[src/verilog/mrc_pkg.sv]
/*
 * Constants and carrier types for the interrupt request and configuration port block.
 * Assumes a single user clock and a synchronous active-low reset.
 */
package mrc_pkg;
	// Dword index and byte offset of the command/status word.
	localparam logic [9:0] MRC_CMD_STATUS_IDX = 10'h001;
	localparam logic [7:0] MRC_CMD_STATUS_OFS = 8'h04;
	// Dword index and byte offset of base address zero.
	localparam logic [9:0] MRC_BASE_ADDRESS_ZERO_IDX = 10'h004;
	localparam logic [7:0] MRC_BASE_ADDRESS_ZERO_OFS = 8'h10;
	// Dword indices of the message capability words.
	localparam logic [9:0] MRC_MSI_CTRL_IDX = 10'h014;
	localparam logic [9:0] MRC_MSI_ADDR_IDX = 10'h015;
	localparam logic [9:0] MRC_MSI_UADDR_IDX = 10'h016;
	localparam logic [9:0] MRC_MSI_DATA_IDX = 10'h017;
	// Dword index of a bridge-only header word (secondary latency/bus numbers).
	localparam logic [9:0] MRC_TYPE1_BUS_IDX = 10'h006;
	// Field positions inside the message control word.
	localparam int MRC_MSI_EN_BIT = 16;
	localparam int MRC_MME_LSB = 20;
	localparam int MRC_MMC_LSB = 17;
	// Writable masks, the bridge read-only mask, and zero.
	localparam logic [31:0] MRC_CMD_WMASK = 32'h0000_0547;
	localparam logic [31:0] MRC_BASE_ADDRESS_ZERO_WMASK = 32'hffff_f000;
	localparam logic [31:0] MRC_CTRL_WMASK = 32'h0071_0000;
	localparam logic [31:0] MRC_ADDR_WMASK = 32'hffff_fffc;
	localparam logic [31:0] MRC_TYPE1_RO_MASK = 32'hff00_0000;
	localparam logic [31:0] MRC_ZERO = 32'h0000_0000;
	// Write counter load; done follows the write strobe by one cycle more than this.
	localparam logic [1:0] MRC_WR_LAT = 2'h2;

	// Management request carried as one packed group.
	typedef struct packed {
		logic [17:0] addr;
		logic [31:0] wdata;
		logic [3:0] be;
		logic wr;
		logic rd;
		logic type1_override;
	} mrc_mgmt_req_t;

	// Outgoing message write descriptor.
	typedef struct packed {
		logic [63:0] addr;
		logic [31:0] data;
		logic is_64;
	} mrc_msi_tlp_t;

	typedef enum logic [1:0] {
		MRC_IDLE = 2'b00,
		MRC_WRITE = 2'b01,
		MRC_DONE = 2'b10
	} mrc_mgmt_state_t;
endpackage
[src/verilog/mrc_msi_cfg.sv]
/*
 * Message interrupt request logic and configuration management port.
 * Assumes the user holds requests stable until acceptance and that the
 * transmit path consumes the one-cycle descriptor strobe.
 */
`timescale 1ns/1ps
module mrc_msi_cfg #(
	parameter logic [2:0] MSG_CAPABLE = 3'h5,
	parameter logic ROOT_PORT = 1'b0,
	parameter int FUNC_COUNT = 1
) (
	input wire logic clock_in,
	input wire logic reset_n_in,
	input wire logic [31:0] msi_int_in,
	input wire mrc_pkg::mrc_mgmt_req_t mgmt_in,
	output logic msi_sent_out,
	output logic msi_enable_out,
	output logic [2:0] msi_mmenable_out,
	output logic msi_tlp_valid_out,
	output mrc_pkg::mrc_msi_tlp_t msi_tlp_out,
	output logic [31:0] mgmt_read_data_out,
	output logic mgmt_done_out
);
	////////////////////////////////////////////////////////////////////////
	logic [31:0] cmd_q;
	logic [31:0] base_address_zero_q;
	logic [31:0] ctrl_q;
	logic [31:0] maddr_q;
	logic [31:0] uaddr_q;
	logic [31:0] mdata_q;
	logic [31:0] bus_q;
	logic busy_q;
	logic [1:0] cnt_q;
	mrc_pkg::mrc_mgmt_state_t st_q;
	logic [2:0] mme;
	logic [2:0] eff;
	logic [31:0] merged;
	logic [31:0] lowmask;
	logic hit_func;

	// Merges write data into a register under byte and field masks.
	function automatic logic [31:0] merge(input logic [31:0] old, input logic [31:0] wd,
		input logic [3:0] be, input logic [31:0] wm);
		logic [31:0] bm;
		bm = {{8{be[3]}}, {8{be[2]}}, {8{be[1]}}, {8{be[0]}}};
		return (old & ~(bm & wm)) | (wd & bm & wm);
	endfunction

	// Host-programmed enable, and the effective vector count.
	assign mme = ctrl_q[mrc_pkg::MRC_MME_LSB +: 3];
	assign eff = (mme < MSG_CAPABLE) ? mme : MSG_CAPABLE;
	assign lowmask = ~(32'hffff_ffff << eff);
	assign merged = (mdata_q & ~lowmask) | (msi_int_in & lowmask);
	assign hit_func = (int'(mgmt_in.addr[17:10]) < FUNC_COUNT);

	////////////////////////////////////////////////////////////////////////
	// Management port sequencing: read answers next cycle, write after a latency.
	always_ff @(posedge clock_in)
	begin
		if (!reset_n_in)
		begin
			st_q <= mrc_pkg::MRC_IDLE;
			cnt_q <= 2'h0;
			mgmt_done_out <= 1'b0;
			mgmt_read_data_out <= mrc_pkg::MRC_ZERO;
		end
		else
		begin
			mgmt_done_out <= 1'b0;
			unique case (st_q)
				mrc_pkg::MRC_IDLE:
				begin
					if (mgmt_in.wr)
					begin
						st_q <= mrc_pkg::MRC_WRITE;
						cnt_q <= mrc_pkg::MRC_WR_LAT;
					end
					else if (mgmt_in.rd)
					begin
						mgmt_done_out <= 1'b1;
						st_q <= mrc_pkg::MRC_DONE;
						if (!hit_func)
							mgmt_read_data_out <= mrc_pkg::MRC_ZERO;
						else
							unique case (mgmt_in.addr[9:0])
								mrc_pkg::MRC_CMD_STATUS_IDX: mgmt_read_data_out <= cmd_q;
								mrc_pkg::MRC_BASE_ADDRESS_ZERO_IDX: mgmt_read_data_out <= base_address_zero_q;
								mrc_pkg::MRC_MSI_CTRL_IDX: mgmt_read_data_out <= ctrl_q |
									(32'(MSG_CAPABLE) << mrc_pkg::MRC_MMC_LSB);
								mrc_pkg::MRC_MSI_ADDR_IDX: mgmt_read_data_out <= maddr_q;
								mrc_pkg::MRC_MSI_UADDR_IDX: mgmt_read_data_out <= uaddr_q;
								mrc_pkg::MRC_MSI_DATA_IDX: mgmt_read_data_out <= mdata_q;
								mrc_pkg::MRC_TYPE1_BUS_IDX: mgmt_read_data_out <= bus_q;
								default: mgmt_read_data_out <= mrc_pkg::MRC_ZERO;
							endcase
					end
				end
				mrc_pkg::MRC_WRITE:
				begin
					cnt_q <= cnt_q - 2'h1;
					if (cnt_q == 2'h1)
					begin
						mgmt_done_out <= 1'b1;
						st_q <= mrc_pkg::MRC_DONE;
					end
				end
				mrc_pkg::MRC_DONE:
					st_q <= mrc_pkg::MRC_IDLE; // Strobe is dropped here by the user.
				default: st_q <= mrc_pkg::MRC_IDLE;
			endcase
		end
	end

	////////////////////////////////////////////////////////////////////////
	// Register updates, committed in the cycle done is raised for a write.
	always_ff @(posedge clock_in)
	begin
		if (!reset_n_in)
		begin
			cmd_q <= mrc_pkg::MRC_ZERO;
			base_address_zero_q <= mrc_pkg::MRC_ZERO;
			ctrl_q <= mrc_pkg::MRC_ZERO;
			maddr_q <= mrc_pkg::MRC_ZERO;
			uaddr_q <= mrc_pkg::MRC_ZERO;
			mdata_q <= mrc_pkg::MRC_ZERO;
			bus_q <= mrc_pkg::MRC_ZERO;
		end
		else if (st_q == mrc_pkg::MRC_WRITE && cnt_q == 2'h1 && hit_func)
		begin
			unique case (mgmt_in.addr[9:0])
				mrc_pkg::MRC_CMD_STATUS_IDX: cmd_q <= merge(cmd_q, mgmt_in.wdata, mgmt_in.be,
					mrc_pkg::MRC_CMD_WMASK);
				mrc_pkg::MRC_BASE_ADDRESS_ZERO_IDX: base_address_zero_q <= merge(base_address_zero_q, mgmt_in.wdata, mgmt_in.be,
					mrc_pkg::MRC_BASE_ADDRESS_ZERO_WMASK);
				mrc_pkg::MRC_MSI_CTRL_IDX: ctrl_q <= merge(ctrl_q, mgmt_in.wdata, mgmt_in.be,
					mrc_pkg::MRC_CTRL_WMASK);
				mrc_pkg::MRC_MSI_ADDR_IDX: maddr_q <= merge(maddr_q, mgmt_in.wdata, mgmt_in.be,
					mrc_pkg::MRC_ADDR_WMASK);
				mrc_pkg::MRC_MSI_UADDR_IDX: uaddr_q <= merge(uaddr_q, mgmt_in.wdata, mgmt_in.be,
					~mrc_pkg::MRC_ZERO);
				mrc_pkg::MRC_MSI_DATA_IDX: mdata_q <= merge(mdata_q, mgmt_in.wdata, mgmt_in.be,
					~mrc_pkg::MRC_ZERO);
				mrc_pkg::MRC_TYPE1_BUS_IDX: bus_q <= merge(bus_q, mgmt_in.wdata, mgmt_in.be,
					(ROOT_PORT && mgmt_in.type1_override) ? ~mrc_pkg::MRC_ZERO
					: ~mrc_pkg::MRC_TYPE1_RO_MASK);
				default: cmd_q <= cmd_q;
			endcase
		end
	end

	////////////////////////////////////////////////////////////////////////
	// Message request: accept once per nonzero request, then emit one write.
	always_ff @(posedge clock_in)
	begin
		if (!reset_n_in)
		begin
			busy_q <= 1'b0;
			msi_sent_out <= 1'b0;
			msi_tlp_valid_out <= 1'b0;
			msi_tlp_out <= '0;
		end
		else
		begin
			msi_sent_out <= 1'b0;
			msi_tlp_valid_out <= msi_sent_out;
			if (msi_int_in == mrc_pkg::MRC_ZERO)
				busy_q <= 1'b0;
			if (!busy_q && msi_int_in != mrc_pkg::MRC_ZERO && ctrl_q[mrc_pkg::MRC_MSI_EN_BIT])
			begin
				busy_q <= 1'b1;
				msi_sent_out <= 1'b1;
				msi_tlp_out.addr <= {uaddr_q, maddr_q};
				msi_tlp_out.data <= merged;
				msi_tlp_out.is_64 <= (uaddr_q != mrc_pkg::MRC_ZERO);
			end
		end
	end

	// Status outputs mirror the capability control word.
	always_ff @(posedge clock_in)
	begin
		if (!reset_n_in)
		begin
			msi_enable_out <= 1'b0;
			msi_mmenable_out <= 3'h0;
		end
		else
		begin
			msi_enable_out <= ctrl_q[mrc_pkg::MRC_MSI_EN_BIT];
			msi_mmenable_out <= mme;
		end
	end
endmodule

[config.mk]
export PLATFORM = sky130hd
export DESIGN_NAME = mrc_msi_cfg
export DESIGN_NICKNAME = d
export VERILOG_FILES = /design/src/verilog/mrc_pkg.sv /design/src/verilog/mrc_msi_cfg.sv
export SDC_FILE = /design/constraint.sdc
export NUM_CORES = 1
export LEC_CHECK = 0
export BUFFER_PORTS_ARGS = -buffer_cell sky130_fd_sc_hd__clkbuf_2
export CAP_MARGIN = 20
export CORE_MARGIN = 8
export CORE_UTILIZATION = 45
export DETAILED_ROUTE_END_ITERATION = 8
export GPL_TIMING_DRIVEN = 0
export PLACE_DENSITY = 0.67
export SLEW_MARGIN = 5
export SYNTH_ARGS = -nofsm -noshare
export SYNTH_HDL_FRONTEND = slang
export SYNTH_SLANG_ARGS = --single-unit
[constraint.sdc]
create_clock -name clock_in -period 2.5 [get_ports clock_in]
set_input_delay 0.5 -clock clock_in [delete_from_list [all_inputs] [get_ports clock_in]]
set_output_delay 0.5 -clock clock_in [all_outputs]
set_load 0.02 [all_outputs]
Word-level counts from Yosys, hierarchy flattened:

Index checks and enable logic that the tools add are counted.

* input bits: 91
* logic and storage cells: 99
* output and inout bits: 136
* register bits after elaboration: 365

* reduce and logical (&&, ||, !) cells: 21
* add/sub/neg operators: 1
* shift-type cells: 1
* mux-type cells: 16
* bitwise operators: 27
* equality and inequality tests: 12
* magnitude comparators: 2

Operator list (number)
* bitwise AND 32 bit: 10
* one-hot mux 32 bit (7 select lines): 1
* inverter 32 bit: 5
* OR 32 bit: 5
* nonzero test 32 bit: 2
* == test 10 x 5 -> 1 bit (second input constant): 4
* logical NOT 32 bit: 1
* two-way mux 32 bit: 1
* inverter 11 -> 32 bit: 1
* inverter 23 -> 32 bit: 1
* inverter 24 -> 32 bit: 1
* OR 32 x 11 -> 32 bit: 1
* OR 32 x 23 -> 32 bit: 1
* OR 32 x 24 -> 32 bit: 1
* << shifter 32 x 3 -> 32 bit (first input constant): 1
* == test 10 x 3 -> 1 bit (second input constant): 2
* AND reduction 2 bit: 9
* == test 10 x 1 -> 1 bit (second input constant): 1
* < comparator 8 x 1 -> 1 bit (second input constant): 1
* two-way mux 2 bit: 4
* one-hot mux 2 bit (2 select lines): 2
* two-way mux 1 bit: 6
* == test 2 x 1 -> 1 bit (second input constant): 2
* logical AND 1 bit: 4
* 11 further kinds: 13

Longest topological paths before layout:

* depth after elaboration: 7
* depth in mapped cells: 7
* mapped depth without buffers: 6

Least setup slack after synthesis:

OpenSTA, ideal clock, no wires.

* path kind: input -> register
* start: input port mgmt_in[48] (netlist bit)
* end: register with a tool-made name
* buffers on the path: 2
* data arrival time: 2163 ps
* library setup time: 72 ps
* path slack: 265 ps
* data required time: 2428 ps
* cell stages on the path: 6
* cell sequence: or4b_1 > buf_2 > or4_4 > buf_6 > nor2_8 > mux2i_1

RTL lines
* from (decl): line mrc_msi_cfg.sv:15 `input wire mrc_pkg::mrc_mgmt_req_t mgmt_in,`

Worst setup path after layout:

* start: input port mgmt_in[48] (netlist bit)
* end: register mgmt_read_data_out[22]

* word-level cells in the longest chain between the ends: 3
* elaborated cells on any way between the ends: 9
* classes of those cells: eq/ne (7); mux (2)

RTL lines
* == test 10 x 3 -> 1 bit (tied with other cells): line mrc_msi_cfg.sv:85 `unique case (mgmt_in.addr[9:0])`
* one-hot mux 32 bit (7 select lines) *: line mrc_msi_cfg.sv:85
* two-way mux 32 bit *: line mrc_msi_cfg.sv:82 `if (!hit_func)`
* to (signal assigned): line mrc_msi_cfg.sv:83 `mgmt_read_data_out <= mrc_pkg::MRC_ZERO;`
* to (signal assigned): line mrc_msi_cfg.sv:86 `mrc_pkg::MRC_CMD_STATUS_IDX: mgmt_read_data_out <= cmd_q;`
* to (signal assigned): line mrc_msi_cfg.sv:87 `mrc_pkg::MRC_BASE_ADDRESS_ZERO_IDX: mgmt_read_data_out <= base_address_zero_q;`
* to (decl): line mrc_msi_cfg.sv:21 `output logic [31:0] mgmt_read_data_out,`

Mark *: on every way between the ends. The rest lies on a longest branch, timed or not.
A chain may end at the register's enable or synchronous reset.

==> impl_results.md <==
* Status: finished, violations left
* Violated checks: negative setup slack
* Power Density at 656 nW/um^2
* WS Path Type: in2reg
* Routed met2 length at 18800 microns
* Pin count of the biggest net entering global routing at 15
* Register share of total power at 47.7%
* Syn avg cell area at between 9 and 10 sq um
* H-Tree Depth at 1
* Port Buffer Count at roughly 220
* Routed length per instance at 22.3 microns
* GP Congestion at 0.897
* Hold_sp: mgmt_in[14]
* Share of cells above drive strength 1 at between 20% and 30%
* Synth top area share at 47.7%
* #FFs+latches synth at 287
* Setup TNS at -53.9 ps
* Critical Path RT at a little under 3000 ps
* CP max-delay cell: nor3_1
* CP Depth at 7
* Clock Skew at roughly 13 ps
* Worst Path Max Fanout at 10
* Min-Delay Path Class: in2reg
* Worst Setup SP: mgmt_in[48]
* Root buffer cell: clkbuf_16
* RSZ-0062 raised after global routing: false
* Core Area at 26700 sq um
* Hold Path Depth at 3
* Post-DP HPWL at 30500 microns
* Register area share after synthesis at 47.7%
* Fin nets at 1556
* Total power at just under 0.01 W
* Drt pass-1 iters at 7
* Yosys cell types at 58
* Switching fraction of total power at a little under a quarter
* Row count at 60
* Initial antenna violation count at 6
* Ys Warns at 0
* Hold buffers post-CTS at 0
* Clock transition at path regs at about 60 ps
* Total track usage at between 20% and 30%
* Remaining global-route overflow at 0
* Critical path's top delay family: simple AND/OR/NAND/NOR gates
* Routed wl met3 at 3680 microns
* Final WL at between 40000 and 50000 microns
* Post-CTS resize count at 1
* Leak at roughly 6.3 nW
* DRT iter0 DRCs at 799
* Hold Violations, Final at 0
* Gate power share at ~4.6%
* WL met1 at ~17000 microns
* Area Growth Syn to Fin at 21.5%
* Clock sink count at around 290
* Worst Reg-to-Reg Cells at 5
* DRT antenna net count at 0
* Top Layer Used: met5
* Cell taking the most area after synthesis: dfxtp_1
* Total die area at 32300 sq um
* Die Y at between 150 and 200 microns
* Peak supply drop at about 0.00043 V
* Routed via count at 10400
* CP Launch Type: primary input
* Number of diodes at 0
* Vias in the first global route at 10400
* CP arrival at 2990 ps
* Maxcap violations at 0
* Async set or reset register ratio after synthesis at 0%
* Initial core utilization at between 40% and 50%
* Top FF cell, synth: dfxtp_1
* Cell Chain, Critical Path: clkbuf_2 > or4b_1 > buf_2 > nor3_1 > buf_2 > a221oi_1 > a221oi_1
* Cts bufs inserted at 30
* Max stage delay on crit path at 700 ps
* Buf/Inv on CP at 3
* Setup WS post-layout at -53.9 ps
* Sw Pwr at 0.00218 W
* Cells after Synth at between 1000 and 1500
* Worst-case clock buffer depth at 3
* Vias/cell at around 5.7
* Synth area leaders: dfxtp_1, mux2i_1, nand2_1, mux2_2, clkbuf_1
* Final setup fails at 1
* Crit path time final at around 2600 ps
* Final worst path period share at 102%
* Pins over their slew limit at 0
* CTS tree: yes
* Clock power frac at ~48%
* Peak Freq at roughly 0.39 GHz
* Number of synthesized flops with an enable pin at 0
* Slew headroom at 27.3%
* Int Power at around 0.0074 W
* I/O pin cnt at ~230
* Worst reg2reg path startpoint: st_q[1]$_SDFFE_PN0P_
* DRC at 0
* Clock latency on the worst-skew pair at 550 ps
* Area of the mapped netlist at between 10000 and 15000 sq um
* First-pass GRT wire length at ~62000 microns
* Post-CTS setup buffers at 0
* Crit path capture type: flip-flop
* Worst-Margin Slew at between 1000 and 1500 ps
* Die X at approximately 180 microns
==> cell families after synthesis <==
logic type / count (synthesis) / synth area share, %
simple gates: 431 / 17.6
flops: 287 / 47.7
mux: 282 / 23.7
compound gates: 121 / 7.79
buf+inv: 87 / 3.04
fa+ha+maj: 1 / 0.104
other cells: 1 / 0.0311
==> layout make-up <==
type | instances | area [sq um]
Buffer | 80 | 343
Clock buffer | 44 | 915
Clock inverter | 11 | 114
Fill cell | 2432 | 12000
Inverter | 7 | 30.0
Multi-Input combinational cell | 837 | 5960
Sequential cell | 287 | 5750
Tap cell | 341 | 427
Timing Repair Buffer | 221 | 1110
==> synth_stat cells (3+ instances only) <==
| cell type | n |
|---|---|
| a21oi_1 | 4 |
| a221oi_1 | 8 |
| a221oi_2 | 5 |
| a222oi_1 | 3 |
| a22o_1 | 20 |
| a22oi_1 | 22 |
| buf_1 | 8 |
| buf_2 | 14 |
| buf_4 | 4 |
| clkbuf_1 | 53 |
| dfxtp_1 | 287 |
| inv_1 | 6 |
| mux2_2 | 22 |
| mux2i_1 | 259 |
| nand2_1 | 314 |
| nand2b_1 | 5 |
| nand3_1 | 8 |
| nand4_1 | 8 |
| nand4_4 | 3 |
| nor2_1 | 16 |
| nor2_2 | 6 |
| nor2_8 | 3 |
| nor2b_1 | 6 |
| nor3_1 | 6 |
| nor3_4 | 8 |
| nor4_1 | 23 |
| nor4_4 | 3 |
| nor4b_1 | 3 |
| o211a_1 | 8 |
| o21ai_0 | 26 |
| o22ai_1 | 4 |
| o2bb2ai_1 | 3 |
| o31ai_1 | 8 |
==> power by group through the flow <==
stage | clock [W] | sequential (W) | combinational (W)
global placement | 0 | 0.00469 | 0.000426
CTS | 0.00461 | 0.00458 | 0.000433
global route | 0.00481 | 0.00458 | 0.000464
detailed placement | 0 | 0.00469 | 0.000430
finish | 0.00458 | 0.00458 | 0.000441
floorplan | 0 | 0.00469 | 0.000209
==> cells in the final DEF, fill, tap and decap left out, types with 5 or more instances in the layout <==
cell and n:
nor2_1 15, nand4_1 8, a22oi_1 22, clkbuf_2 223, mux2_2 22, mux2i_1 259, clkinv_2 6, nor2b_1 6
clkbuf_16 31, a221oi_1 8, o21ai_0 26, buf_1 8, a22o_1 20, nand2_1 314, dfxtp_1 287, a221oi_2 5
nor2_2 6, o31ai_1 8, clkbuf_8 9, clkbuf_1 55, o211a_1 8, nor4_1 23, nor3_1 6, nor3_4 8
buf_2 14, nand3_1 8, nand2b_1 5, inv_1 6
==> worst paths after layout <==
path | to | slack [ps]
max | mgmt_read_data_out[22]$_SDFFE_PN0P_ | -50
min reg2reg | msi_sent_out$_SDFF_PN0_ | 450
min | flip-flop | 280
max reg2reg | mgmt_read_data_out[8]$_SDFFE_PN0P_ | 80
==> through the flow <==
step / instance area [sq um] / hold slack [ps] / utilization (%) / worst slack (ps) / cells
2_1_floorplan: 12100 / 419 / - / 265 / 1211
3_3_place_gp: 13600 / 440 / 51.0 / -534 / 1773
3_5_place_dp: 13600 / 445 / 51.0 / -560 / 1773
4_1_cts: 14600 / 274 / 54.9 / 1.91 / 1828
5_1_grt: 14600 / 282 / 54.9 / 2.02 / 1828
6_report: 14600 / 281 / 54.9 / -53.9 / 1828
==> layer usage <==
metal | vias up | track usage, %
li1 | 4788 | -
met1 | 5009 | 30.2
met2 | 487 | 39.8
met3 | 91 | 6.69
met4 | 12 | 8.37
met5 | - | 0
==> tightest hold or removal path, delay by kind of cell <==
kind / cells / cell delay, ps
buf+inv: 1 / 80
mux: 1 / 90
simple gates: 1 / 110
Power figures use the tool's default switching activity.
